**config.mk**
```make
export PLATFORM = sky130hd
export DESIGN_NAME = hsp_top
export DESIGN_NICKNAME = d
export VERILOG_FILES = /design/src/common/hsp_pkg.sv /design/src/rtl/hsp_top.sv
export SDC_FILE = /design/constraint.sdc
export NUM_CORES = 1
export LEC_CHECK = 0
export CAP_MARGIN = 20
export CELL_PAD_IN_SITES_DETAIL_PLACEMENT = 0
export CELL_PAD_IN_SITES_GLOBAL_PLACEMENT = 1
export CORE_MARGIN = 4
export CORE_UTILIZATION = 50
export CTS_BUF_LIST = sky130_fd_sc_hd__clkbuf_2 sky130_fd_sc_hd__clkbuf_4 sky130_fd_sc_hd__clkbuf_8
export CTS_CLUSTER_DIAMETER = 40
export CTS_CLUSTER_SIZE = 10
export DETAILED_ROUTE_END_ITERATION = 10
export DONT_BUFFER_PORTS = 1
export PLACE_DENSITY_LB_ADDON = 0.08
export SLEW_MARGIN = 20
export SYNTH_ARGS = -nofsm -noshare
export SYNTH_HDL_FRONTEND = slang
export SYNTH_SLANG_ARGS = --single-unit
```
**constraint.sdc**
```tcl
create_clock -name hclk -period 2.5 [get_ports hclk]
set_input_delay 0.375 -clock hclk [delete_from_list [all_inputs] [get_ports hclk]]
set_output_delay 0.375 -clock hclk [all_outputs]
set_load 0.02 [all_outputs]
```
**src/common/hsp_pkg.sv**
```systemverilog
// Constants, types and helpers shared by the host slave port
// What this block does
// - Mode bit makes data port a slave
// - Port E pins 0-2 are read, write, select
// - Separate input and output latches, one address
// - Slave mode ignores data port direction register
// - Write window shows live pins to firmware
// - Write end latches data, flags at phase four
// - Data read clears input full flag
// - Write while full sets overflow, overwrites byte
// - Overflow clears after data read, zero write
// - External read drives latch, clears output full
// - Write during read drives new value, flag clear
// - Read end tri-states, flag at phase four
// - Output full stays low until firmware write
// - Mode off holds full flags clear
// - Irq flag cleared by write, gated by enable
// - Pin three direction bit reads as one
// - Direction and status register resets to 0x0f
package hsp_pkg;
    localparam logic [7:0] IDX_DATA = 8'h08;
    localparam logic [7:0] IDX_PINS = 8'h09;
    localparam logic [7:0] IDX_IRQF = 8'h0c;
    localparam logic [7:0] IDX_DDIR = 8'h88;
    localparam logic [7:0] IDX_STAT = 8'h89;
    localparam logic [7:0] IDX_IRQE = 8'h8c;
    localparam logic [7:0] IDX_ANLG = 8'h9f;
    localparam int IDX_LSB = 2;
    localparam int IDX_MSB = 9;
    localparam int B_IBF = 7;
    localparam int B_OBF = 6;
    localparam int B_INPUT_OVERFLOW_FLAG = 5;
    localparam int B_MODE = 4;
    localparam int B_RO = 3;
    localparam int B_IRQ = 7;
    localparam logic [7:0] STAT_RST = 8'h0f;
    localparam logic [7:0] IRQF_RST = 8'h00;
    localparam logic [7:0] IRQE_RST = 8'h00;
    localparam logic [7:0] ANLG_RST = 8'h00;
    localparam logic [7:0] DDIR_RST = 8'hff;
    localparam logic [7:0] LAT_RST = 8'h00;
    localparam logic [1:0] PH_Q2 = 2'h1;
    localparam logic [1:0] PH_Q4 = 2'h3;

    typedef enum logic [2:0] {
        ST_IDLE = 3'h1,
        ST_WQ2 = 3'h2,
        ST_WQ4 = 3'h4
    } hsp_seq_e;

    typedef struct packed {
        logic cs_n;
        logic wr_n;
        logic rd_n;
    } hsp_strb_s;

    // Wait for the next phase two, then fire on the following phase four
    function automatic hsp_seq_e seq_next(hsp_seq_e s, logic start, logic [1:0] q);
        hsp_seq_e r;
        r = s;
        unique case (s)
            ST_IDLE: r = start ? ST_WQ2 : ST_IDLE;
            ST_WQ2: r = (q == PH_Q2) ? ST_WQ4 : ST_WQ2;
            ST_WQ4: r = (q == PH_Q4) ? (start ? ST_WQ2 : ST_IDLE) : ST_WQ4;
            default: r = ST_IDLE;
        endcase
        return r;
    endfunction

    function automatic logic seq_fire(hsp_seq_e s, logic [1:0] q);
        return (s == ST_WQ4) && (q == PH_Q4);
    endfunction
endpackage

```
**src/rtl/hsp_top.sv**
```systemverilog
// Host slave port: AHB-Lite registers and strobe-driven parallel port
//
// Implementation choice: register access over AHB-Lite.
`timescale 1ns/1ns
module hsp_top
    import hsp_pkg::*;
(
    input wire logic hclk,
    input wire logic hresetn,
    input wire logic ce,
    input wire logic hsel,
    input wire logic [31:0] haddr,
    input wire logic [1:0] htrans,
    input wire logic hwrite,
    input wire logic [2:0] hsize,
    input wire logic [31:0] hwdata,
    input wire logic hready,
    output logic hreadyout,
    output logic hresp,
    output logic [31:0] hrdata,
    input wire logic [7:0] pd_in,
    output logic [7:0] pd_out,
    output logic [7:0] pd_oe,
    input wire logic [3:0] pe_in,
    output logic [2:0] pe_out,
    output logic [2:0] pe_oe,
    output logic slave_port_irq
);
    hsp_strb_s sync1_ff, sync2_ff, nxt_sync1_ff, nxt_sync2_ff;
    logic [7:0] pd1_ff, pd2_ff, nxt_pd1_ff, nxt_pd2_ff;
    logic [1:0] q_ff, nxt_q_ff;
    logic wr_act_ff, rd_act_ff, nxt_wr_act_ff, nxt_rd_act_ff;
    hsp_seq_e wseq_ff, rseq_ff, nxt_wseq_ff, nxt_rseq_ff;

    logic dph_ff, dwr_ff, rwait_ff, nxt_dph_ff, nxt_dwr_ff, nxt_rwait_ff;
    logic [7:0] didx_ff, nxt_didx_ff;
    logic [31:0] hrdata_ff, nxt_hrdata_ff;

    logic [7:0] in_lat_ff, out_lat_ff, ddir_ff, irqf_ff, irqe_ff, anlg_ff;
    logic [7:0] nxt_in_lat_ff, nxt_out_lat_ff, nxt_ddir_ff;
    logic [7:0] nxt_irqf_ff, nxt_irqe_ff, nxt_anlg_ff;
    logic [2:0] pe_lat_ff, dir_ff, nxt_pe_lat_ff, nxt_dir_ff;
    logic mode_ff, ibf_ff, obf_ff, input_overflow_flag_ff, ovf_rd_ff;
    logic nxt_mode_ff, nxt_ibf_ff, nxt_obf_ff, nxt_input_overflow_flag_ff, nxt_ovf_rd_ff;

    logic wr_act, rd_act, wr_end, rd_end, w_fire, r_fire;
    logic acc, wcmt, rcap, data_rd, data_wr;
    logic [7:0] rd_val;
    logic [7:0] wbyte;

    // Strobes only qualify in slave mode; pins taken through two flops
    always_comb begin
        nxt_sync1_ff = hsp_strb_s'({pe_in[2], pe_in[1], pe_in[0]});
        nxt_sync2_ff = sync1_ff;
        nxt_pd1_ff = pd_in;
        nxt_pd2_ff = pd1_ff;
        nxt_q_ff = q_ff + 2'h1;
        wr_act = mode_ff && !sync2_ff.cs_n && !sync2_ff.wr_n;
        rd_act = mode_ff && !sync2_ff.cs_n && !sync2_ff.rd_n;
        wr_end = wr_act_ff && !wr_act;
        rd_end = rd_act_ff && !rd_act;
        nxt_wr_act_ff = wr_act;
        nxt_rd_act_ff = rd_act;
        // A new end that lands while one is pending merges into it, except in its firing cycle, where it starts a new wait
        nxt_wseq_ff = seq_next(wseq_ff, wr_end, q_ff);
        nxt_rseq_ff = seq_next(rseq_ff, rd_end, q_ff);
        w_fire = seq_fire(wseq_ff, q_ff);
        r_fire = seq_fire(rseq_ff, q_ff);
    end

    always_ff @(posedge hclk or negedge hresetn) begin
        if (!hresetn) begin
            sync1_ff <= '1;
            sync2_ff <= '1;
            pd1_ff <= LAT_RST;
            pd2_ff <= LAT_RST;
            q_ff <= 2'h0;
            wr_act_ff <= 1'b0;
            rd_act_ff <= 1'b0;
            wseq_ff <= ST_IDLE;
            rseq_ff <= ST_IDLE;
        end else if (ce) begin
            sync1_ff <= nxt_sync1_ff;
            sync2_ff <= nxt_sync2_ff;
            pd1_ff <= nxt_pd1_ff;
            pd2_ff <= nxt_pd2_ff;
            q_ff <= nxt_q_ff;
            wr_act_ff <= nxt_wr_act_ff;
            rd_act_ff <= nxt_rd_act_ff;
            wseq_ff <= nxt_wseq_ff;
            rseq_ff <= nxt_rseq_ff;
        end
    end

    // Register read value; data port shows live pins outside the latch path
    function automatic logic [7:0] read_mux(logic [7:0] idx);
        logic [7:0] v;
        v = 8'h00;
        unique case (idx)
            IDX_DATA: v = (mode_ff && !wr_act) ? in_lat_ff : pd_in;
            IDX_PINS: v = {4'h0, pe_in};
            IDX_IRQF: v = irqf_ff;
            IDX_DDIR: v = ddir_ff;
            IDX_STAT: v = {ibf_ff, obf_ff, input_overflow_flag_ff, mode_ff, 1'b1, dir_ff};
            IDX_IRQE: v = irqe_ff;
            IDX_ANLG: v = anlg_ff;
            default: v = 8'h00;
        endcase
        return v;
    endfunction

    // Writes finish in zero waits, reads take one wait state
    always_comb begin
        acc = hsel && htrans[1] && hready;
        wcmt = dph_ff && dwr_ff;
        rcap = dph_ff && !dwr_ff && !rwait_ff;
        hreadyout = ce && (!dph_ff || dwr_ff || rwait_ff);
        hresp = 1'b0;
        hrdata = hrdata_ff;
        rd_val = read_mux(didx_ff);
        nxt_dph_ff = dph_ff;
        nxt_dwr_ff = dwr_ff;
        nxt_didx_ff = didx_ff;
        nxt_rwait_ff = rwait_ff;
        nxt_hrdata_ff = hrdata_ff;
        if (hready) begin
            nxt_dph_ff = acc;
            nxt_rwait_ff = 1'b0;
            if (acc) begin
                nxt_dwr_ff = hwrite;
                nxt_didx_ff = haddr[IDX_MSB:IDX_LSB];
            end
        end else if (rcap) begin
            nxt_rwait_ff = 1'b1;
            nxt_hrdata_ff = {24'h0, rd_val};
        end
    end

    always_ff @(posedge hclk or negedge hresetn) begin
        if (!hresetn) begin
            dph_ff <= 1'b0;
            dwr_ff <= 1'b0;
            didx_ff <= 8'h00;
            rwait_ff <= 1'b0;
            hrdata_ff <= 32'h0;
        end else if (ce) begin
            dph_ff <= nxt_dph_ff;
            dwr_ff <= nxt_dwr_ff;
            didx_ff <= nxt_didx_ff;
            rwait_ff <= nxt_rwait_ff;
            hrdata_ff <= nxt_hrdata_ff;
        end
    end

    // Latches, flags and the plain registers
    always_comb begin
        wbyte = hwdata[7:0];
        data_rd = rcap && (didx_ff == IDX_DATA);
        data_wr = wcmt && (didx_ff == IDX_DATA);
        nxt_in_lat_ff = in_lat_ff;
        nxt_out_lat_ff = out_lat_ff;
        nxt_pe_lat_ff = pe_lat_ff;
        nxt_ddir_ff = ddir_ff;
        nxt_irqf_ff = irqf_ff;
        nxt_irqe_ff = irqe_ff;
        nxt_anlg_ff = anlg_ff;
        nxt_dir_ff = dir_ff;
        nxt_mode_ff = mode_ff;
        nxt_ibf_ff = ibf_ff;
        nxt_obf_ff = obf_ff;
        nxt_input_overflow_flag_ff = input_overflow_flag_ff;
        nxt_ovf_rd_ff = ovf_rd_ff;
        if (wcmt) begin
            unique case (didx_ff)
                IDX_PINS: nxt_pe_lat_ff = wbyte[2:0];
                IDX_IRQF: nxt_irqf_ff = wbyte;
                IDX_DDIR: nxt_ddir_ff = wbyte;
                IDX_IRQE: nxt_irqe_ff = wbyte;
                IDX_ANLG: nxt_anlg_ff = wbyte;
                IDX_STAT: begin
                    nxt_mode_ff = wbyte[B_MODE];
                    nxt_dir_ff = wbyte[2:0];
                    // Overflow only drops once the byte has also been read
                    if (!wbyte[B_INPUT_OVERFLOW_FLAG] && ovf_rd_ff) begin
                        nxt_input_overflow_flag_ff = 1'b0;
                        nxt_ovf_rd_ff = 1'b0;
                    end
                end
                default: nxt_out_lat_ff = out_lat_ff;
            endcase
        end
        // Same latch serves normal output and external reads
        if (data_wr) begin
            nxt_out_lat_ff = wbyte;
            nxt_obf_ff = 1'b1;
        end
        if (wr_act) begin
            nxt_in_lat_ff = pd2_ff;
        end
        if (data_rd && mode_ff) begin
            nxt_ibf_ff = 1'b0;
            nxt_ovf_rd_ff = 1'b1;
        end
        if (w_fire) begin
            nxt_ibf_ff = 1'b1;
            if (ibf_ff) begin
                nxt_input_overflow_flag_ff = 1'b1;
                nxt_ovf_rd_ff = data_rd;
            end
        end
        if (w_fire || r_fire) begin
            nxt_irqf_ff[B_IRQ] = 1'b1;
        end
        if (rd_act) begin
            nxt_obf_ff = 1'b0;
        end
        if (!mode_ff) begin
            nxt_ibf_ff = 1'b0;
            nxt_obf_ff = 1'b0;
        end
    end

    always_ff @(posedge hclk or negedge hresetn) begin
        if (!hresetn) begin
            in_lat_ff <= LAT_RST;
            out_lat_ff <= LAT_RST;
            pe_lat_ff <= 3'h0;
            ddir_ff <= DDIR_RST;
            irqf_ff <= IRQF_RST;
            irqe_ff <= IRQE_RST;
            anlg_ff <= ANLG_RST;
            dir_ff <= STAT_RST[2:0];
            mode_ff <= STAT_RST[B_MODE];
            ibf_ff <= STAT_RST[B_IBF];
            obf_ff <= STAT_RST[B_OBF];
            input_overflow_flag_ff <= STAT_RST[B_INPUT_OVERFLOW_FLAG];
            ovf_rd_ff <= 1'b0;
        end else if (ce) begin
            in_lat_ff <= nxt_in_lat_ff;
            out_lat_ff <= nxt_out_lat_ff;
            pe_lat_ff <= nxt_pe_lat_ff;
            ddir_ff <= nxt_ddir_ff;
            irqf_ff <= nxt_irqf_ff;
            irqe_ff <= nxt_irqe_ff;
            anlg_ff <= nxt_anlg_ff;
            dir_ff <= nxt_dir_ff;
            mode_ff <= nxt_mode_ff;
            ibf_ff <= nxt_ibf_ff;
            obf_ff <= nxt_obf_ff;
            input_overflow_flag_ff <= nxt_input_overflow_flag_ff;
            ovf_rd_ff <= nxt_ovf_rd_ff;
        end
    end

    // Drive lags the strobes by the two synchroniser stages
    always_comb begin
        pd_out = out_lat_ff;
        pd_oe = mode_ff ? {8{rd_act}} : ~ddir_ff;
        pe_out = pe_lat_ff;
        pe_oe = mode_ff ? 3'h0 : ~dir_ff;
        slave_port_irq = irqf_ff[B_IRQ] && irqe_ff[B_IRQ];
    end
endmodule

```
[Word-level counts from Yosys, hierarchy flattened]
Index checks and enable logic that the tools add are counted.
Storage, ports and cells
  output and inout bits: 57
  register bits after elaboration: 110
  input port bits: 87
  logic and storage cells: 135
Cells by class
  add/sub/neg operators: 1
  bitwise gates (word level): 3
  reductions and logical operators: 49
  eq/ne operators: 17
  multiplexer cells: 33
Operators with widths (count)
  $pmux 8 s7: 1
  $eq 8x8->1 const B: 4
  $mux 8: 4
  $reduce_and 3->1: 9
  $eq 8x4->1 const B: 3
  $mux 1: 20
  $logic_and 1x1->1: 19
  $pmux 3 s3: 2
  $mux 3: 4
  $reduce_and 2->1: 6
  $logic_not 1->1: 9
  $not 8->8: 1
  $eq 3x1->1 const B: 2
  $eq 3x2->1 const B: 2
  $eq 3x3->1 const B: 2
  $ne 3x1->1 const B: 2
  $reduce_bool 2->1: 3
  $mux 2: 2
  $logic_or 1x1->1: 3
  $not 3->3: 1
  $add 2x1->2 const B: 1
  $eq 2x1->1 const B: 1
  $eq 2x2->1 const B: 1
  $not 1->1: 1

[Depth between registers and ports, before layout]
  depth in word-level cells: 8
  mapped depth: 7

[Least setup slack after synthesis]
No wires, ideal clock.
  path type: register to register
  start point: register didx_ff[1]
  end point: register ddir_ff[0]
  library setup time: 82 ps
  clock period less this slack: 1908 ps
  path slack: 592 ps
  arrival time: 1825 ps
  cell stages (with the launch flop): 7
  path buffers: 2
  cells stage by stage: dfrtp_1 nand2b_1 or3_1 buf_2 or3_1 buf_6 mux2_4
Between the ends
  cells in the longest elaborated chain, start to end: 2
RTL lines
  from (decl): line hsp_top.sv:36  | logic [7:0] didx_ff, nxt_didx_ff;
  from (signal assigned): line hsp_top.sv:149  | didx_ff <= nxt_didx_ff;
  $eq 8x8->1: line hsp_top.sv:174  | unique case (didx_ff)
  $reduce_and 3->1 (no line)
  to (signal assigned): line hsp_top.sv:242  | ddir_ff <= nxt_ddir_ff;
  to (decl): line hsp_top.sv:39  | logic [7:0] in_lat_ff, out_lat_ff, ddir_ff, irqf_ff, irqe_ff, anlg_ff;
No other way between the ends.
A chain may end at the register's enable or synchronous reset.

[Final worst setup path]
  start point: register mode_ff
  end point: output port pd_oe[1]
Between the ends
  cells in the longest elaborated chain, start to end: 3
RTL lines
  from (decl): line hsp_top.sv:43  | logic mode_ff, ibf_ff, obf_ff, input_overflow_flag_ff, ovf_rd_ff;
  from (signal assigned): line hsp_top.sv:233  | mode_ff <= STAT_RST[B_MODE];
  from (signal assigned): line hsp_top.sv:247  | mode_ff <= nxt_mode_ff;
  $logic_and 1x1->1 (2 in a row): line hsp_top.sv:59  | rd_act = mode_ff && !sync2_ff.cs_n && !sync2_ff.rd_n;
  $mux 8 *: line hsp_top.sv:258  | pd_oe = mode_ff ? {8{rd_act}} : ~ddir_ff;
  to (decl): line hsp_top.sv:23  | output logic [7:0] pd_oe,
Every way passes the cells marked *; elsewhere a longest branch is shown, timed or not.

==> out/metrics.yaml <==
die_width_um: 111
synth_flop_cell: "dfrtp_1"
synth.distinct_cells: 59
min_period_over_period_pct: 90.1
synth-seq-cells: 110
grt.overflow.total: 0
powerDensity_mw_per_mm2: 634
sw_frac_of_total_pct: 28.7
synth_top_area_share_pct: 43.0
utilization_pct: 54.4
ys_seq_area_share_pct: 52.4
violations: "negative hold slack"
portBuffers: 0
place_inst: 574
ios: 144
die-area_mm2: 0.0123
wl_per_cell_um: 20.1
syn2layout_area_growth_pct: 5.98
dr.first_iter.drc_count: 187
row_count: 37
clk_pin_slew_ns: 0.10
cts_repair_resize_count: 0
setup_viol: 0
syn_area_mm2: 0.00530
drive_gt1_share_pct: 33.3
fin_crit_ns: 2.25
htreeDepth: 3
crit_buf_inv: 0
p_comb_share_pct: 13.6
antenna_found_initial: 1
layout_commonest_cell: "dfrtp_1"
cp_top_family: "simple AND/OR/NAND/NOR gates"
final_cell_mix: "dfrtp_1, mux2_2, nand2_1"
fmax_mhz: 444
initial_core_util_pct: 51.3
placed_area_mm2: 0.00543
core-area_mm2: 0.0103
power.switching_mw: 1.02
setup_tns_ns: 0
finClkSkew_ns: 0.00911
dp_hpwl_mm: 8.24
cap_viol_max_count: 0
cp_max_fo: 11
cts-root-buf: "clkbuf_8"
synth_top_cell_by_area: "dfrtp_1"
tightest_slew_ns: 0.739
finish.instance_area_mm2: 0.00561
syn_area_per_cell_um2: 12.0
final_nets: 538
seqPwrFrac_pct: 57.9
reg2reg_slack_ns: 0.28
place.gp.congestion: 0.808
vdd_drop_max_v: 0.000293
cts_setup_buffers: 0
clock_sinks: 110
yosysWarnings: 0
synth_edf_count: 0
cts_buffers: 9
cp.arrival_ns: 1.88
stdcell_count: 591
cp_slowest_stage_delay_ns: 0.65
reg2reg_from: "didx_ff[2]"
rsz0062_at_grt: "false"
cp_slowest_cell: "or3b_2"
die_h_um: 111
synthArstFlopShare_pct: 100
drtAntennaViolNets: 0
synth_area_leaders: "dfrtp_1, mux2_2, dfstp_2"
hold_slack_ns: -0.327
cp-startpoint: "mode_ff"
status: "finished, violations left"
clock_latency_ns: 0.38
drc: 0
worstPathCellList: "or3b_2 > o21ai_0"
synthCells: 441
hold_violations: 110
vias: 3387
grt_usage_pct: 19.8
cts_tree: "built"
crit_type: "reg -> out"
start_kind: "flop"
clock_path_buffers: 2
p_int_mw: 2.54
final-max-slew-violation-count: 0
grt_max_degree: 111
maxSlewHeadroom_pct: 50.2
routed_wl_mm: 11.9
drt_pre_antenna_iters: 4
cp-end-kind: "primary output"
power_leakage_nw: 2.55
p_clk_share_pct: 28.4
grt_pass1_vias: 3505
hp-class: "in -> async"
grt_pass1_wl_mm: 19.3
viasPerCell: 5.73
required_ns: 2.12
## worst paths after layout
check | to | cells past startpoint
worst max-delay path | pd_oe[1] | 2
worst min-delay path | rd_act_ff | 0
worst max register to register | input_overflow_flag_ff | 6
worst min register to register | wr_act_ff | 1
max in group asynchronous | nxt_sync2_ff[0] | 0
min in group hclk | rwait_ff | 1
## sequential cells by signal (all words and copies together) (netlist names), 8 cells and up
| register | flops |
|---|---|
| pd_out | 8 |
| pd2_ff | 8 |
| anlg_ff | 8 |
| ddir_ff | 8 |
| hrdata | 8 |
| didx_ff | 8 |
| in_lat_ff | 8 |
| irqf_ff | 8 |
| nxt_pd2_ff | 8 |
| irqe_ff | 8 |
## layout make-up
cell class                      instances  area [µm²]
Fill cell                             899        4710
Sequential cell                       110        2780
Multi-Input combinational cell        304        2310
Tap cell                              136         170
Timing Repair Buffer                   19         155
Clock buffer                           10         131
Clock inverter                          6        47.5
Inverter                                5        18.8
Antenna cell                            1        2.50
## stage by stage
| stage | setup WS, ns | hold slack (ns) | total power [mW] |
|---|---|---|---|
| 2_1_floorplan | 0.592 | 0.0794 | 2.47 |
| 5_1_grt | 0.0785 | -0.360 | 3.74 |
| 3_5_place_dp | 0.318 | 0.0828 | 2.58 |
| 3_3_place_gp | 0.201 | 0.0825 | 2.56 |
| 6_report | 0.247 | -0.327 | 3.56 |
| 4_1_cts | 0.208 | -0.349 | 3.61 |
## routing by layer
layer,up-vias,GRT usage (%),wire (µm)
li1,1561,-,-
met3,15,5.46,757
met5,-,0,0
met2,93,31.6,5670
met4,0,5.91,157
met1,1718,26.5,5320
## power by group through the flow
| stage | clock network (mW) | registers [mW] | logic [mW] |
|---|---|---|---|
| finish | 1.01 | 2.06 | 0.485 |
| detailed placement | 0 | 2.10 | 0.487 |
| floorplan | 0 | 2.06 | 0.414 |
| CTS | 1.06 | 2.06 | 0.489 |
| global placement | 0 | 2.09 | 0.476 |
| global route | 1.12 | 2.09 | 0.541 |
## synthesized netlist by cell type, types with 6 or more instances
cell,n
dfrtp_1,91
mux2_2,79
nand2_1,37
o21ai_0,26
buf_4,25
dfstp_2,19
clkbuf_1,13
nor2_1,13
a21oi_1,11
mux2i_1,10
mux2_4,8
a22oi_1,7
nand3_1,6
## cell families (layout without fill, tap and decap cells)
| family | count (synthesis) | in the layout | synth area share (%) |
|---|---|---|---|
| multiplexers | 99 | 99 | 21.4 |
| adder cells (fa/ha/maj) | 2 | 2 | 0.473 |
| flip-flops | 110 | 110 | 52.4 |
| buffers and inverters | 51 | 40 | 5.65 |
| other | 1 | 26 | 0.0708 |
| AND/OR/NAND/NOR | 100 | 100 | 10.3 |
| AO/OA/AOI/OAI | 77 | 77 | 9.48 |
| XOR/XNOR | 1 | 1 | 0.165 |
(Power assumes the default switching activity.)
